File: src/core/rmc_pkg.sv
// Package: shared constants and types of the receiver mode controller
package rmc_pkg;
  // ===========================================================
  // Register map (byte addresses over classic Wishbone)
  localparam logic [7:0] RMC_MAIN_MODE_ADDR   = 8'h00; // main_mode_control_reg
  localparam logic [7:0] RMC_CHAN_CFG_ADDR    = 8'h04; // channel_config_reg A..D
  localparam logic [7:0] RMC_POLL_CFG_ADDR    = 8'h08;
  localparam logic [7:0] RMC_STATUS_ADDR      = 8'h0c;
  localparam logic [7:0] RMC_ACC_CHAN_ADDR    = 8'h10; // accepted_channel_status_reg
  localparam logic [7:0] RMC_EVENT_ADDR       = 8'h14; // read-clear event flags
  // main_mode_control_reg fields
  localparam int MM_MODE_SEL   = 0; // mode_select_bit
  localparam int MM_SLAVE_RX   = 1; // slave_receive_enable
  localparam int MM_HOLD       = 2;
  localparam int MM_PLL_RECAL  = 3; // pll_recal_on_hold_release
  localparam int MM_CFG_LO     = 4; // config_select_field [5:4]
  localparam int MM_TRANSP     = 6;
  localparam int MM_MOD_TYPE   = 7; // modulation_type_bit
  // Poll config: [1:0] last configuration, [15:8] off_time cycles
  localparam int PC_OFF_LO     = 8;
  // ===========================================================
  // Timing
  localparam int CLK_MHZ          = 25;
  localparam int STARTUP_US       = 20;
  localparam int CHAN_HOP_US      = 10;
  localparam int INIT_CYC         = 4;
  localparam int SCAN_CYC         = 16;
  localparam int STARTUP_CYC      = STARTUP_US * CLK_MHZ;
  localparam int CHAN_HOP_CYC     = CHAN_HOP_US * CLK_MHZ;
  localparam logic [1:0] RMC_CFG_A = 2'h0;
  localparam logic [1:0] RMC_CH_1  = 2'h1;
  localparam logic [1:0] RMC_CH_3  = 2'h3;

  typedef enum logic [8:0] {
    ST_SLEEP   = 9'h001,
    ST_STARTUP = 9'h002,
    ST_HOPWAIT = 9'h004,
    ST_INIT    = 9'h008,
    ST_RUN     = 9'h010, // run mode slave operating states
    ST_HOLD    = 9'h020,
    ST_SCAN    = 9'h040, // self polling on-time
    ST_OFF     = 9'h080, // self polling off_time
    ST_RUN_MODE_SELF_POLLING    = 9'h100  // run_mode_self_polling
  } rmc_state_t;
endpackage

File: src/core/rmc_if.sv
// Interface: link between the receiver core and its host-side controller
`timescale 1ns/1ns
`default_nettype none
interface rmc_if;
  logic [7:0]  main_mode;      // main_mode_control_reg
  logic [7:0]  chan_cfg;       // channel_config_reg, 2 bits per config
  logic [15:0] poll_cfg;
  logic [8:0]  state;
  logic [1:0]  acc_chan;       // accepted_channel_status_reg
  logic [1:0]  acc_cfg;
  logic        frame_start;    // frame_sync_word found, pulse
  logic        id_match;       // message_identifier matched, pulse
  logic        msg_end;        // end_of_message, pulse
  logic        wake_event;     // wake-up criterion met, pulse
  logic        mod_active;     // modulation in use
  logic        transp;         // raw stream to application controller
  modport dev  (input main_mode, chan_cfg, poll_cfg,
                output state, acc_chan, acc_cfg, frame_start, id_match,
                msg_end, wake_event, mod_active, transp);
  modport host (output main_mode, chan_cfg, poll_cfg,
                input state, acc_chan, acc_cfg, frame_start, id_match,
                msg_end, wake_event, mod_active, transp);
endinterface
`default_nettype wire

File: src/core/rmc_device.sv
// Device end: master control state machine of the receiver
// ===========================================================
//
// Decided for this implementation: the Wishbone slave port and the register offsets.
`timescale 1ns/1ns
`default_nettype none
module rmc_device
  import rmc_pkg::*;
(
  input  wire logic       clk,
  input  wire logic       rst_n,
  rmc_if.dev              link,
  input  wire logic       rf_preamble,   // preamble_sequence seen
  input  wire logic       rf_sync,       // frame_sync_word seen
  input  wire logic       rf_id_ok,      // message_identifier matched
  input  wire logic       rf_eom,        // end_of_message
  input  wire logic       rf_wake,       // wake-up criterion met
  input  wire logic       rf_timeout,    // any self polling timeout
  input  wire logic       eom_return,    // return to polling on end
  input  wire logic [7:0] rf_byte,
  input  wire logic       rf_byte_vld,
  output logic            rf_power,
  output logic            osc_low_power,
  output logic            vco_cal_start, // vco_auto_calibration
  output logic [1:0]      active_cfg,
  output logic [1:0]      active_chan,
  output logic [7:0]      fifo_data,
  output logic            fifo_wr
);
  // ===========================================================
  // Input synchronisers for pins
  logic [7:0] sync1_reg, sync2_reg;
  always_ff @(posedge clk) begin
    if (!rst_n) begin
      sync1_reg <= '0;
      sync2_reg <= '0;
    end else begin
      sync1_reg <= {rf_preamble, rf_sync, rf_id_ok, rf_eom, rf_wake,
                    rf_timeout, eom_return, rf_byte_vld};
      sync2_reg <= sync1_reg;
    end
  end
  logic pre_s, sync_s, id_s, eom_s, wake_s, to_s, ret_s, bvld_s;
  assign {pre_s, sync_s, id_s, eom_s, wake_s, to_s, ret_s, bvld_s} =
    sync2_reg;
  logic [7:0] byte1_reg, byte2_reg;
  always_ff @(posedge clk) begin
    byte1_reg <= rf_byte;
    byte2_reg <= byte1_reg;
  end

  // ===========================================================
  // Mode decode
  logic       mode_select_bit, slrx, hold, recal;
  logic [1:0] cfg_sel, last_cfg;
  logic [7:0] off_len;
  assign mode_select_bit     = link.main_mode[MM_MODE_SEL];
  assign slrx     = link.main_mode[MM_SLAVE_RX];
  assign hold     = link.main_mode[MM_HOLD];
  assign recal    = link.main_mode[MM_PLL_RECAL];
  assign cfg_sel  = link.main_mode[MM_CFG_LO +: 2];
  assign last_cfg = link.poll_cfg[1:0];
  assign off_len  = link.poll_cfg[PC_OFF_LO +: 8];

  // ===========================================================
  // State machine
  rmc_state_t state_reg;
  logic [15:0] cnt_reg;
  logic        pre_seen_reg, in_frame_reg;
  logic [1:0]  cfg_reg, chan_reg;

  function automatic logic [1:0] chan_of(input logic [7:0] cc,
                                         input logic [1:0] c);
    logic [1:0] v;
    v = cc[{c, 1'b0} +: 2];
    chan_of = (v == 2'h0) ? RMC_CH_1 : v;
  endfunction

  always_ff @(posedge clk) begin
    if (!rst_n) begin
      state_reg <= ST_SLEEP;
      cnt_reg   <= '0;
      cfg_reg   <= RMC_CFG_A;
      chan_reg  <= RMC_CH_1;
    end else begin
      cnt_reg <= cnt_reg + 16'h1;
      unique case (state_reg)
        ST_SLEEP: begin
          cnt_reg <= '0;
          if (mode_select_bit || slrx) begin
            state_reg <= ST_STARTUP;
            cfg_reg   <= mode_select_bit ? RMC_CFG_A : cfg_sel;
            // Polling walks up from channel 1; slave uses the chosen one
            chan_reg  <= mode_select_bit ? RMC_CH_1 :
                         chan_of(link.chan_cfg, cfg_sel);
          end
        end
        ST_STARTUP: if (cnt_reg >= 16'(STARTUP_CYC - 1)) begin
          state_reg <= ST_INIT;
          cnt_reg   <= '0;
        end
        ST_HOPWAIT: if (cnt_reg >= 16'(CHAN_HOP_CYC - 1)) begin
          state_reg <= ST_INIT;
          cnt_reg   <= '0;
        end
        ST_INIT: if (cnt_reg >= 16'(INIT_CYC - 1)) begin
          state_reg <= mode_select_bit ? ST_SCAN : ST_RUN;
          cnt_reg   <= '0;
        end
        ST_RUN: begin
          if (!slrx || mode_select_bit) state_reg <= ST_SLEEP;
          else if (hold) state_reg <= ST_HOLD;
        end
        ST_HOLD: begin
          cnt_reg <= '0;
          cfg_reg  <= cfg_sel;
          chan_reg <= chan_of(link.chan_cfg, cfg_sel);
          if (!hold)  // start-up skipped
            state_reg <= recal ? ST_HOPWAIT : ST_INIT;
        end
        ST_SCAN: begin  // hold bit never read here
          if (!mode_select_bit) state_reg <= ST_SLEEP;
          else if (wake_s) state_reg <= ST_RUN_MODE_SELF_POLLING;
          else if (cnt_reg >= 16'(SCAN_CYC - 1)) begin
            cnt_reg <= '0;
            if (chan_reg < RMC_CH_3 &&
                chan_reg < chan_of(link.chan_cfg, cfg_reg))
              chan_reg <= chan_reg + 2'h1;
            else if (cfg_reg < last_cfg) begin
              cfg_reg  <= cfg_reg + 2'h1;
              chan_reg <= RMC_CH_1;
            end else begin
              state_reg <= ST_OFF;
              cfg_reg   <= RMC_CFG_A;
              chan_reg  <= RMC_CH_1;
            end
          end
        end
        ST_OFF: begin
          if (!mode_select_bit) state_reg <= ST_SLEEP;
          else if (cnt_reg >= {8'h0, off_len}) begin
            state_reg <= ST_SCAN;
            cnt_reg   <= '0;
          end
        end
        ST_RUN_MODE_SELF_POLLING: begin
          cnt_reg <= '0;
          if (!mode_select_bit) state_reg <= slrx ? ST_INIT : ST_SLEEP;
          else if (to_s || (eom_s && ret_s)) begin
            state_reg <= ST_SCAN;
            cfg_reg   <= RMC_CFG_A;
            chan_reg  <= RMC_CH_1;
          end
        end
        default: state_reg <= ST_SLEEP;
      endcase
    end
  end

  // ===========================================================
  // Frame handling in both run modes
  logic running;
  assign running = (state_reg == ST_RUN) || (state_reg == ST_RUN_MODE_SELF_POLLING);
  always_ff @(posedge clk) begin
    if (!rst_n || !running) begin
      pre_seen_reg <= 1'b0;
      in_frame_reg <= 1'b0;
    end else begin
      if (pre_s) pre_seen_reg <= 1'b1;
      if (sync_s && pre_seen_reg) in_frame_reg <= 1'b1;
      else if (eom_s) begin
        in_frame_reg <= 1'b0;
        pre_seen_reg <= 1'b0;
      end
    end
  end
  // Events are one-cycle pulses from flops
  always_ff @(posedge clk) begin
    if (!rst_n) begin
      link.frame_start <= 1'b0;
      link.id_match    <= 1'b0;
      link.msg_end     <= 1'b0;
      link.wake_event  <= 1'b0;
    end else begin
      link.frame_start <= running && sync_s && pre_seen_reg &&
                          !in_frame_reg;
      link.id_match    <= running && in_frame_reg && id_s;
      link.msg_end     <= running && in_frame_reg && eom_s;
      link.wake_event  <= (state_reg == ST_SCAN) && wake_s;
    end
  end
  // Payload only inside a frame; raw mode bypasses the FIFO
  always_ff @(posedge clk) begin
    if (!rst_n) begin
      fifo_wr   <= 1'b0;
      fifo_data <= '0;
    end else begin
      fifo_wr   <= running && in_frame_reg && bvld_s &&
                   !link.main_mode[MM_TRANSP];
      fifo_data <= byte2_reg;
    end
  end

  // ===========================================================
  // Outputs to RF section and host
  always_ff @(posedge clk) begin
    if (!rst_n) begin
      rf_power      <= 1'b0;
      osc_low_power <= 1'b1;
      vco_cal_start <= 1'b0;
      active_cfg    <= RMC_CFG_A;
      active_chan   <= RMC_CH_1;
      link.state    <= ST_SLEEP;
      link.acc_chan <= '0;
      link.acc_cfg  <= '0;
      link.mod_active <= 1'b0;
      link.transp   <= 1'b0;
    end else begin
      rf_power      <= (state_reg != ST_SLEEP) &&
                       (state_reg != ST_OFF);
      osc_low_power <= (state_reg == ST_SLEEP);
      vco_cal_start <= (state_reg == ST_HOLD) && !hold && recal;
      active_cfg    <= cfg_reg;
      active_chan   <= chan_reg;
      link.state    <= state_reg;
      if (state_reg == ST_SCAN && wake_s) begin
        link.acc_chan <= chan_reg;
        link.acc_cfg  <= cfg_reg;
      end
      // Polling scans with inverse of run-mode modulation
      link.mod_active <= (state_reg == ST_SCAN) ?
                         !link.main_mode[MM_MOD_TYPE] :
                         link.main_mode[MM_MOD_TYPE];
      link.transp   <= running && link.main_mode[MM_TRANSP];
    end
  end
endmodule // rmc_device
`default_nettype wire

File: src/flat_wrapper.sv
// flat-port wrapper written by rule: the top's interface ports become plain ports
module rmc_device_flat import rmc_pkg::*;
  (clk, rst_n, rf_preamble, rf_sync, rf_id_ok, rf_eom, rf_wake, rf_timeout, eom_return, rf_byte, rf_byte_vld, rf_power, osc_low_power, vco_cal_start, active_cfg, active_chan, fifo_data, fifo_wr, link_main_mode, link_chan_cfg, link_poll_cfg, link_state, link_acc_chan, link_acc_cfg, link_frame_start, link_id_match, link_msg_end, link_wake_event, link_mod_active, link_transp);
  rmc_if link_i ();
  input  wire logic clk;
  input  wire logic rst_n;
  input  wire logic rf_preamble;
  input  wire logic rf_sync;
  input  wire logic rf_id_ok;
  input  wire logic rf_eom;
  input  wire logic rf_wake;
  input  wire logic rf_timeout;
  input  wire logic eom_return;
  input  wire logic [7:0] rf_byte;
  input  wire logic rf_byte_vld;
  output logic rf_power;
  output logic osc_low_power;
  output logic vco_cal_start;
  output logic [1:0] active_cfg;
  output logic [1:0] active_chan;
  output logic [7:0] fifo_data;
  output logic fifo_wr;
  input wire logic [$bits(link_i.main_mode)-1:0] link_main_mode;
  input wire logic [$bits(link_i.chan_cfg)-1:0] link_chan_cfg;
  input wire logic [$bits(link_i.poll_cfg)-1:0] link_poll_cfg;
  output wire logic [$bits(link_i.state)-1:0] link_state;
  output wire logic [$bits(link_i.acc_chan)-1:0] link_acc_chan;
  output wire logic [$bits(link_i.acc_cfg)-1:0] link_acc_cfg;
  output wire logic [$bits(link_i.frame_start)-1:0] link_frame_start;
  output wire logic [$bits(link_i.id_match)-1:0] link_id_match;
  output wire logic [$bits(link_i.msg_end)-1:0] link_msg_end;
  output wire logic [$bits(link_i.wake_event)-1:0] link_wake_event;
  output wire logic [$bits(link_i.mod_active)-1:0] link_mod_active;
  output wire logic [$bits(link_i.transp)-1:0] link_transp;
  assign link_i.main_mode = link_main_mode;
  assign link_i.chan_cfg = link_chan_cfg;
  assign link_i.poll_cfg = link_poll_cfg;
  assign link_state = link_i.state;
  assign link_acc_chan = link_i.acc_chan;
  assign link_acc_cfg = link_i.acc_cfg;
  assign link_frame_start = link_i.frame_start;
  assign link_id_match = link_i.id_match;
  assign link_msg_end = link_i.msg_end;
  assign link_wake_event = link_i.wake_event;
  assign link_mod_active = link_i.mod_active;
  assign link_transp = link_i.transp;
  rmc_device u_core (.clk(clk), .rst_n(rst_n), .link(link_i), .rf_preamble(rf_preamble), .rf_sync(rf_sync), .rf_id_ok(rf_id_ok), .rf_eom(rf_eom), .rf_wake(rf_wake), .rf_timeout(rf_timeout), .eom_return(eom_return), .rf_byte(rf_byte), .rf_byte_vld(rf_byte_vld), .rf_power(rf_power), .osc_low_power(osc_low_power), .vco_cal_start(vco_cal_start), .active_cfg(active_cfg), .active_chan(active_chan), .fifo_data(fifo_data), .fifo_wr(fifo_wr));
endmodule
File: config.mk
export PLATFORM = sky130hd
export DESIGN_NAME = rmc_device_flat
export DESIGN_NICKNAME = d
export VERILOG_FILES = /design/src/core/rmc_pkg.sv /design/src/core/rmc_if.sv /design/src/core/rmc_device.sv /design/src/flat_wrapper.sv
export SDC_FILE = /design/constraint.sdc
export NUM_CORES = 1
export LEC_CHECK = 0
export BUFFER_PORTS_ARGS = -buffer_cell sky130_fd_sc_hd__buf_2
export CORE_AREA = 8 8 111 113
export CTS_CLUSTER_SIZE = 8
export DETAILED_ROUTE_END_ITERATION = 10
export DIE_AREA = 0 0 119 121
export HOLD_SLACK_MARGIN = 0.12
export PLACE_DENSITY_LB_ADDON = 0.05
export SYNTH_ARGS = -nofsm -noshare
export SYNTH_HDL_FRONTEND = slang
export SYNTH_SLANG_ARGS = --single-unit
File: constraint.sdc
create_clock -name clk -period 2.7 [get_ports clk]
set_input_delay 0.54 -clock clk [delete_from_list [all_inputs] [get_ports clk]]
set_output_delay 0.54 -clock clk [all_outputs]
set_load 0.01 [all_outputs]
After elaboration in Yosys (flattened, before gate mapping):

Cells that the tools add are included.

* div/mod/pow operators: 0
* mux-type cells: 56
* order comparisons: 8
* reductions and logical operators: 36
* add/sub/neg operators: 3
* eq/ne operators: 28
* bitwise logic cells: 0
* shift operators: 2
* multipliers: 0

Operators by type and width (number)
* two-way mux 9 bit: 16
* two-way mux 16 bit: 8
* case mux 16 bit (6 select lines): 1
* case mux 9 bit (9 select lines): 1
* two-way mux 2 bit: 19
* adder 16 x 1 -> 16 bit (second input constant): 1
* >= comparator 16 x 2 -> 1 bit (second input constant): 1
* >= comparator 16 x 4 -> 1 bit (second input constant): 1
* >= comparator 16 x 8 -> 1 bit: 1
* >= comparator 16 x 8 -> 1 bit (second input constant): 1
* >= comparator 16 x 9 -> 1 bit (second input constant): 1
* logical AND 1 bit: 16
* case mux 2 bit (4 select lines): 2
* indexed part select 8 x 4 -> 2 bit: 2
* inequality test 2 x 1 -> 1 bit (second input constant): 6
* AND reduction 11 bit: 1
* inequality test 2 bit (second input constant): 5
* == test 9 x 1 -> 1 bit (second input constant): 1
* == test 9 x 2 -> 1 bit (second input constant): 1
* == test 9 x 3 -> 1 bit (second input constant): 1
* == test 9 x 4 -> 1 bit (second input constant): 1
* == test 9 x 5 -> 1 bit (second input constant): 1
* == test 9 x 6 -> 1 bit (second input constant): 1
* == test 9 x 7 -> 1 bit (second input constant): 1
* other kinds (21): 43

* word-level logic and storage cells: 159
* bits in latches: 0
* input port bits: 50
* ROM bits: 0
* RAM bits: 0
* register bits after elaboration: 98
* memories: 0

Depth between registers and ports, before layout:

* depth after elaboration: 10
* mapped depth: 10

Least setup slack after synthesis:

No wires, ideal clock.

* path type: input -> register
* start point: in link_chan_cfg[7]
* end point: reg u_core.state_reg[2]
* cell stages on the path: 8
* setup slack: 0.363 ns
* arrival: 2.222 ns
* data required time: 2.585 ns
* library setup time: 0.115 ns
* path through: mux4_2 > inv_1 > ha_1 > nor3_1 > a21oi_1 > a21o_2 > and3_4 > a31o_1

* longest elaborated chain between the ends: 7

RTL lines
* start, declared: RTL line flat_wrapper.sv:24 `input wire logic [$bits(link_i.chan_cfg)-1:0] link_chan_cfg;`
* indexed part select 8 x 4 -> 2 bit *: RTL line rmc_device.sv:75 `v = cc[{c, 1'b0} +: 2];`
* zero test 2 bit: RTL line rmc_device.sv:76 `chan_of = (v == 2'h0) ? RMC_CH_1 : v;`
* two-way mux 2 bit *: RTL line rmc_device.sv:76
* less-than comparator 2 bit *: RTL line rmc_device.sv:127 `chan_reg < chan_of(link.chan_cfg, cfg_reg))`
* logical AND 1 bit *: RTL line rmc_device.sv:126 `if (chan_reg < RMC_CH_3 &&`
* inequality test 4 x 3 -> 1 bit (no source line) *
* AND reduction 11 bit (no source line) *
* end signal, assigned: RTL line rmc_device.sv:107 `state_reg <= mode_select_bit ? ST_SCAN : ST_RUN;`
* end signal, assigned: RTL line rmc_device.sv:119 `state_reg <= recal ? ST_HOPWAIT : ST_INIT;`
* end signal, assigned: RTL line rmc_device.sv:148 `if (!mode_select_bit) state_reg <= slrx ? ST_INIT : ST_SLEEP;`
* end, declared: RTL line rmc_device.sv:67 `rmc_state_t state_reg;`

Every way passes the cells marked *; elsewhere a longest branch is shown, timed or not.
A chain may end at the register's enable or synchronous reset.

Final worst setup path:

* start point: reg u_core.cnt_reg[12]
* end point: reg u_core.state_reg[2]

* longest elaborated chain between the ends: 3
* elaborated cells on any way between the ends: 11
* classes of those cells: order compare (5); eq/ne (5); reduce/logical (1)

RTL lines
* start, declared: RTL line rmc_device.sv:68 `logic [15:0] cnt_reg;`
* start signal, assigned: RTL line rmc_device.sv:86 `cnt_reg <= cnt_reg + 16'h1;`
* >= comparator 16 x 4 -> 1 bit, or another cell as far along: RTL line rmc_device.sv:124 `else if (cnt_reg >= 16'(SCAN_CYC - 1)) begin`
* inequality test 4 x 2 -> 1 bit (no source line), or another cell as far along
* AND reduction 11 bit (no source line) *

Marked as above.

==> results.md <==
* Vias in the first global route at about 3200
* Core region area at around 0.011 mm²
* Layout Skew at about 9.9 ps
* DRT Wirelength at between 9000 and 10000 µm
* Critical path class: flop to flop
* DR vias at 3085
* Net count after synthesis at ~470
* Avg Inst Size Synth at between 9 and 10 µm²
* RSZ-0062 raised after global routing: false
* Drt pass-1 iters at 4
* Seq/Total Area, Yosys at 0.500
* Initial drt markers at between 150 and 200
* Count of cell types in the netlist at 55
* Clock Root Buffer: clkbuf_8
* Main combinational cell family by area after synthesis: simple AND/OR/NAND/NOR gates
* Ys flop type: dfxtp_1
* Post-synth top cells: dfxtp_1, nor2_1, and2_1, nand2_1, inv_1
* Die width at between 100 and 150 µm
* CTS tree: built
* Post-synthesis xor/xnor area fraction at 0.0357
* Setup violations, final at 0
* Clock Path Buffers at 2
* Top cells by area, synth: dfxtp_1, and2_1, ha_1, nor2_1, xor2_1
* Total power at 3.22 mW
* Setup WS post-layout at 262 ps
* Die Height at ~120 µm
* Nets@finish at 556
* Site Rows at 38
* Synth-to-Final Area Change at 19.7%
* Share of flip-flops with an asynchronous set or reset at 0
* DRC errors left at 0
* Worst slack, placed at around 150 ps
* Top-count cell post-synth: dfxtp_1
* Top-area cell type share of the netlist area at 0.500
* Hold Path Class: input pin to flop
* Largest register FFs at 16
* Cell taking the most area after synthesis: dfxtp_1
* Endpoints failing hold at 0
* CP Data Required Time at slightly below 3000 ps
* Register area at around 0.0020 mm²
* Cells resized by post-CTS repair at 0
* Post-Synth Simple-Gate Area at 0.256
* Critical path arrival at 2720 ps
* Layout fillers at 1062
* Cell Pwr Density at roughly 700 mW/mm²
* Initial antenna violation count at 0
* Maxcap violations at 0
* Crit path capture type: flop
* Die Area at about 0.014 mm²
* Placed cell count at about 620
* Max Freq at approximately 0.41 GHz
* Number of routed nets with antenna violations at 0
* Worst Tran Pin Value at 616 ps
* Drt wl/cell at roughly 14 µm
* Startpoint Class: flop
* Pleak at 2.08 nW
* Pins over their slew limit at 0
* Final cycle utilization of the critical path at 0.903
* Postcts setup bufs at 0
* Multiplexer share of the synthesized area at 0.0230
* Yosys Warn Count at 0
* Slew HR at 0.584
* Worst-Skew Late Latency at around 380 ps
* Cell Count, Final, Fillers Out at 637
* #FFs+latches synth at ~100
* Drt via density at just under 5
* Port Buffers at 78
* Initial Utilization at 0.370
* Final min period at roughly 2400 ps
* Run status: finished, final reports clean
* Sinks on Clock Net at a little under 100
* CTS clock-pin slew for the worst setup and hold paths at 100 ps
* CTS Hold Buffers Added at 0
* Antenna diodes at 0
* Worst-path fanout max at 6
* I/O pin cnt at between 80 and 90
* Share of post-route cells with drive strength above 1 at 0.235
* CTS buffer count at 9
* Mapped cell area at between 0.003 and 0.004 mm²
* Largest net degree at the start of global routing at 24
* Synth Area in Compound Gates at 0.0979
* Total negative setup slack at 0 ps
* Hpwl dp at ~7000 µm
* Final global-route overflow total at 0
* H-tree Lvls at 3
* Post-Synthesis Cells at approximately 410
* Gr usage total at 0.133
* First-pass GRT wire length at between 15000 and 20000 µm
* Number of synthesized flops with an enable pin at 0
* Adder-Cell Fraction of Synth Area at 0.0446
* Area of the multi-input gates at approximately 0.0018 mm²
* Maximum vdd drop at roughly 0.40 mV
* Gpl congestion at between 0.8 and 0.9
-- worst max-delay path, stage by stage, from the launching register on --
cell,delay (ps)
dfxtp_1,340
or4_1,640
or3_1,410
nor3_2,130
nand3_1,90
and3_1,280
and3_4,230
a31o_1,210
-- metal layers --
layer / part of all wire / GRT usage / vias up
met5: 0 / 0 / -
li1: - / - / 1598
met1: 0.48 / 0.166 / 1409
met3: 0.055 / 0.0405 / 13
met2: 0.44 / 0.201 / 65
met4: 0.022 / 0.0696 / 0
-- cells in the final DEF (no fill, tap or decap), drive strengths merged, types with 14 or more instances in the layout --
master	netlist	layout
a21oi	16	16
inv	22	24
buf	4	89
and2	36	36
nor2	38	38
ha	14	14
nand2	27	27
dfxtp	98	98
-- final timing paths --
check | startpoint | endpoint | slack [ps] | cells past startpoint
worst min register to register | u_core.byte1_reg[2] | u_core.byte2_reg[2] | 330 | 0
worst max register to register | u_core.cnt_reg[12] | u_core.state_reg[2] | 260 | 7
worst max-delay path | u_core.cnt_reg[12] | u_core.state_reg[2] | 260 | 7
worst min-delay path | rf_byte[6] | u_core.byte1_reg[6] | 260 | 1
-- area by class of cell --
cell class,count,area share
Clock buffer,10,0.0293
Clock inverter,6,0.0157
Inverter,22,0.0176
Multi-Input combinational cell,272,0.382
Sequential cell,98,0.418
Tap cell,140,0.0373
Timing Repair Buffer,89,0.101
-- where the power goes --
| part | total [mW] | internal, mW | switching, mW | leakage (nW) |
|---|---|---|---|---|
| sequential | 1.59 | 1.54 | 0.0571 | 0.804 |
| combinational | 0.617 | 0.269 | 0.347 | 1.17 |
| clock | 1.01 | 0.465 | 0.547 | 0.101 |
-- through the flow --
step	instance area, µm²	utilization	hold WS (ps)
after detailed placement	4490	0.423	312
after global routing	4700	0.443	239
after global placement	4490	0.423	310
after floorplan	3930	-	310
final	4700	0.443	257
after CTS	4700	0.443	236
-- cells by family (layout without fill, tap and decap cells) --
kind of cell | count (synthesis) | in the layout
fa+ha+maj | 14 | 14
xor+xnor | 16 | 16
flops | 98 | 98
buf+inv | 38 | 127
mux | 4 | 4
compound gates | 57 | 57
simple gates | 181 | 181
Power figures use the tool's default switching activity.
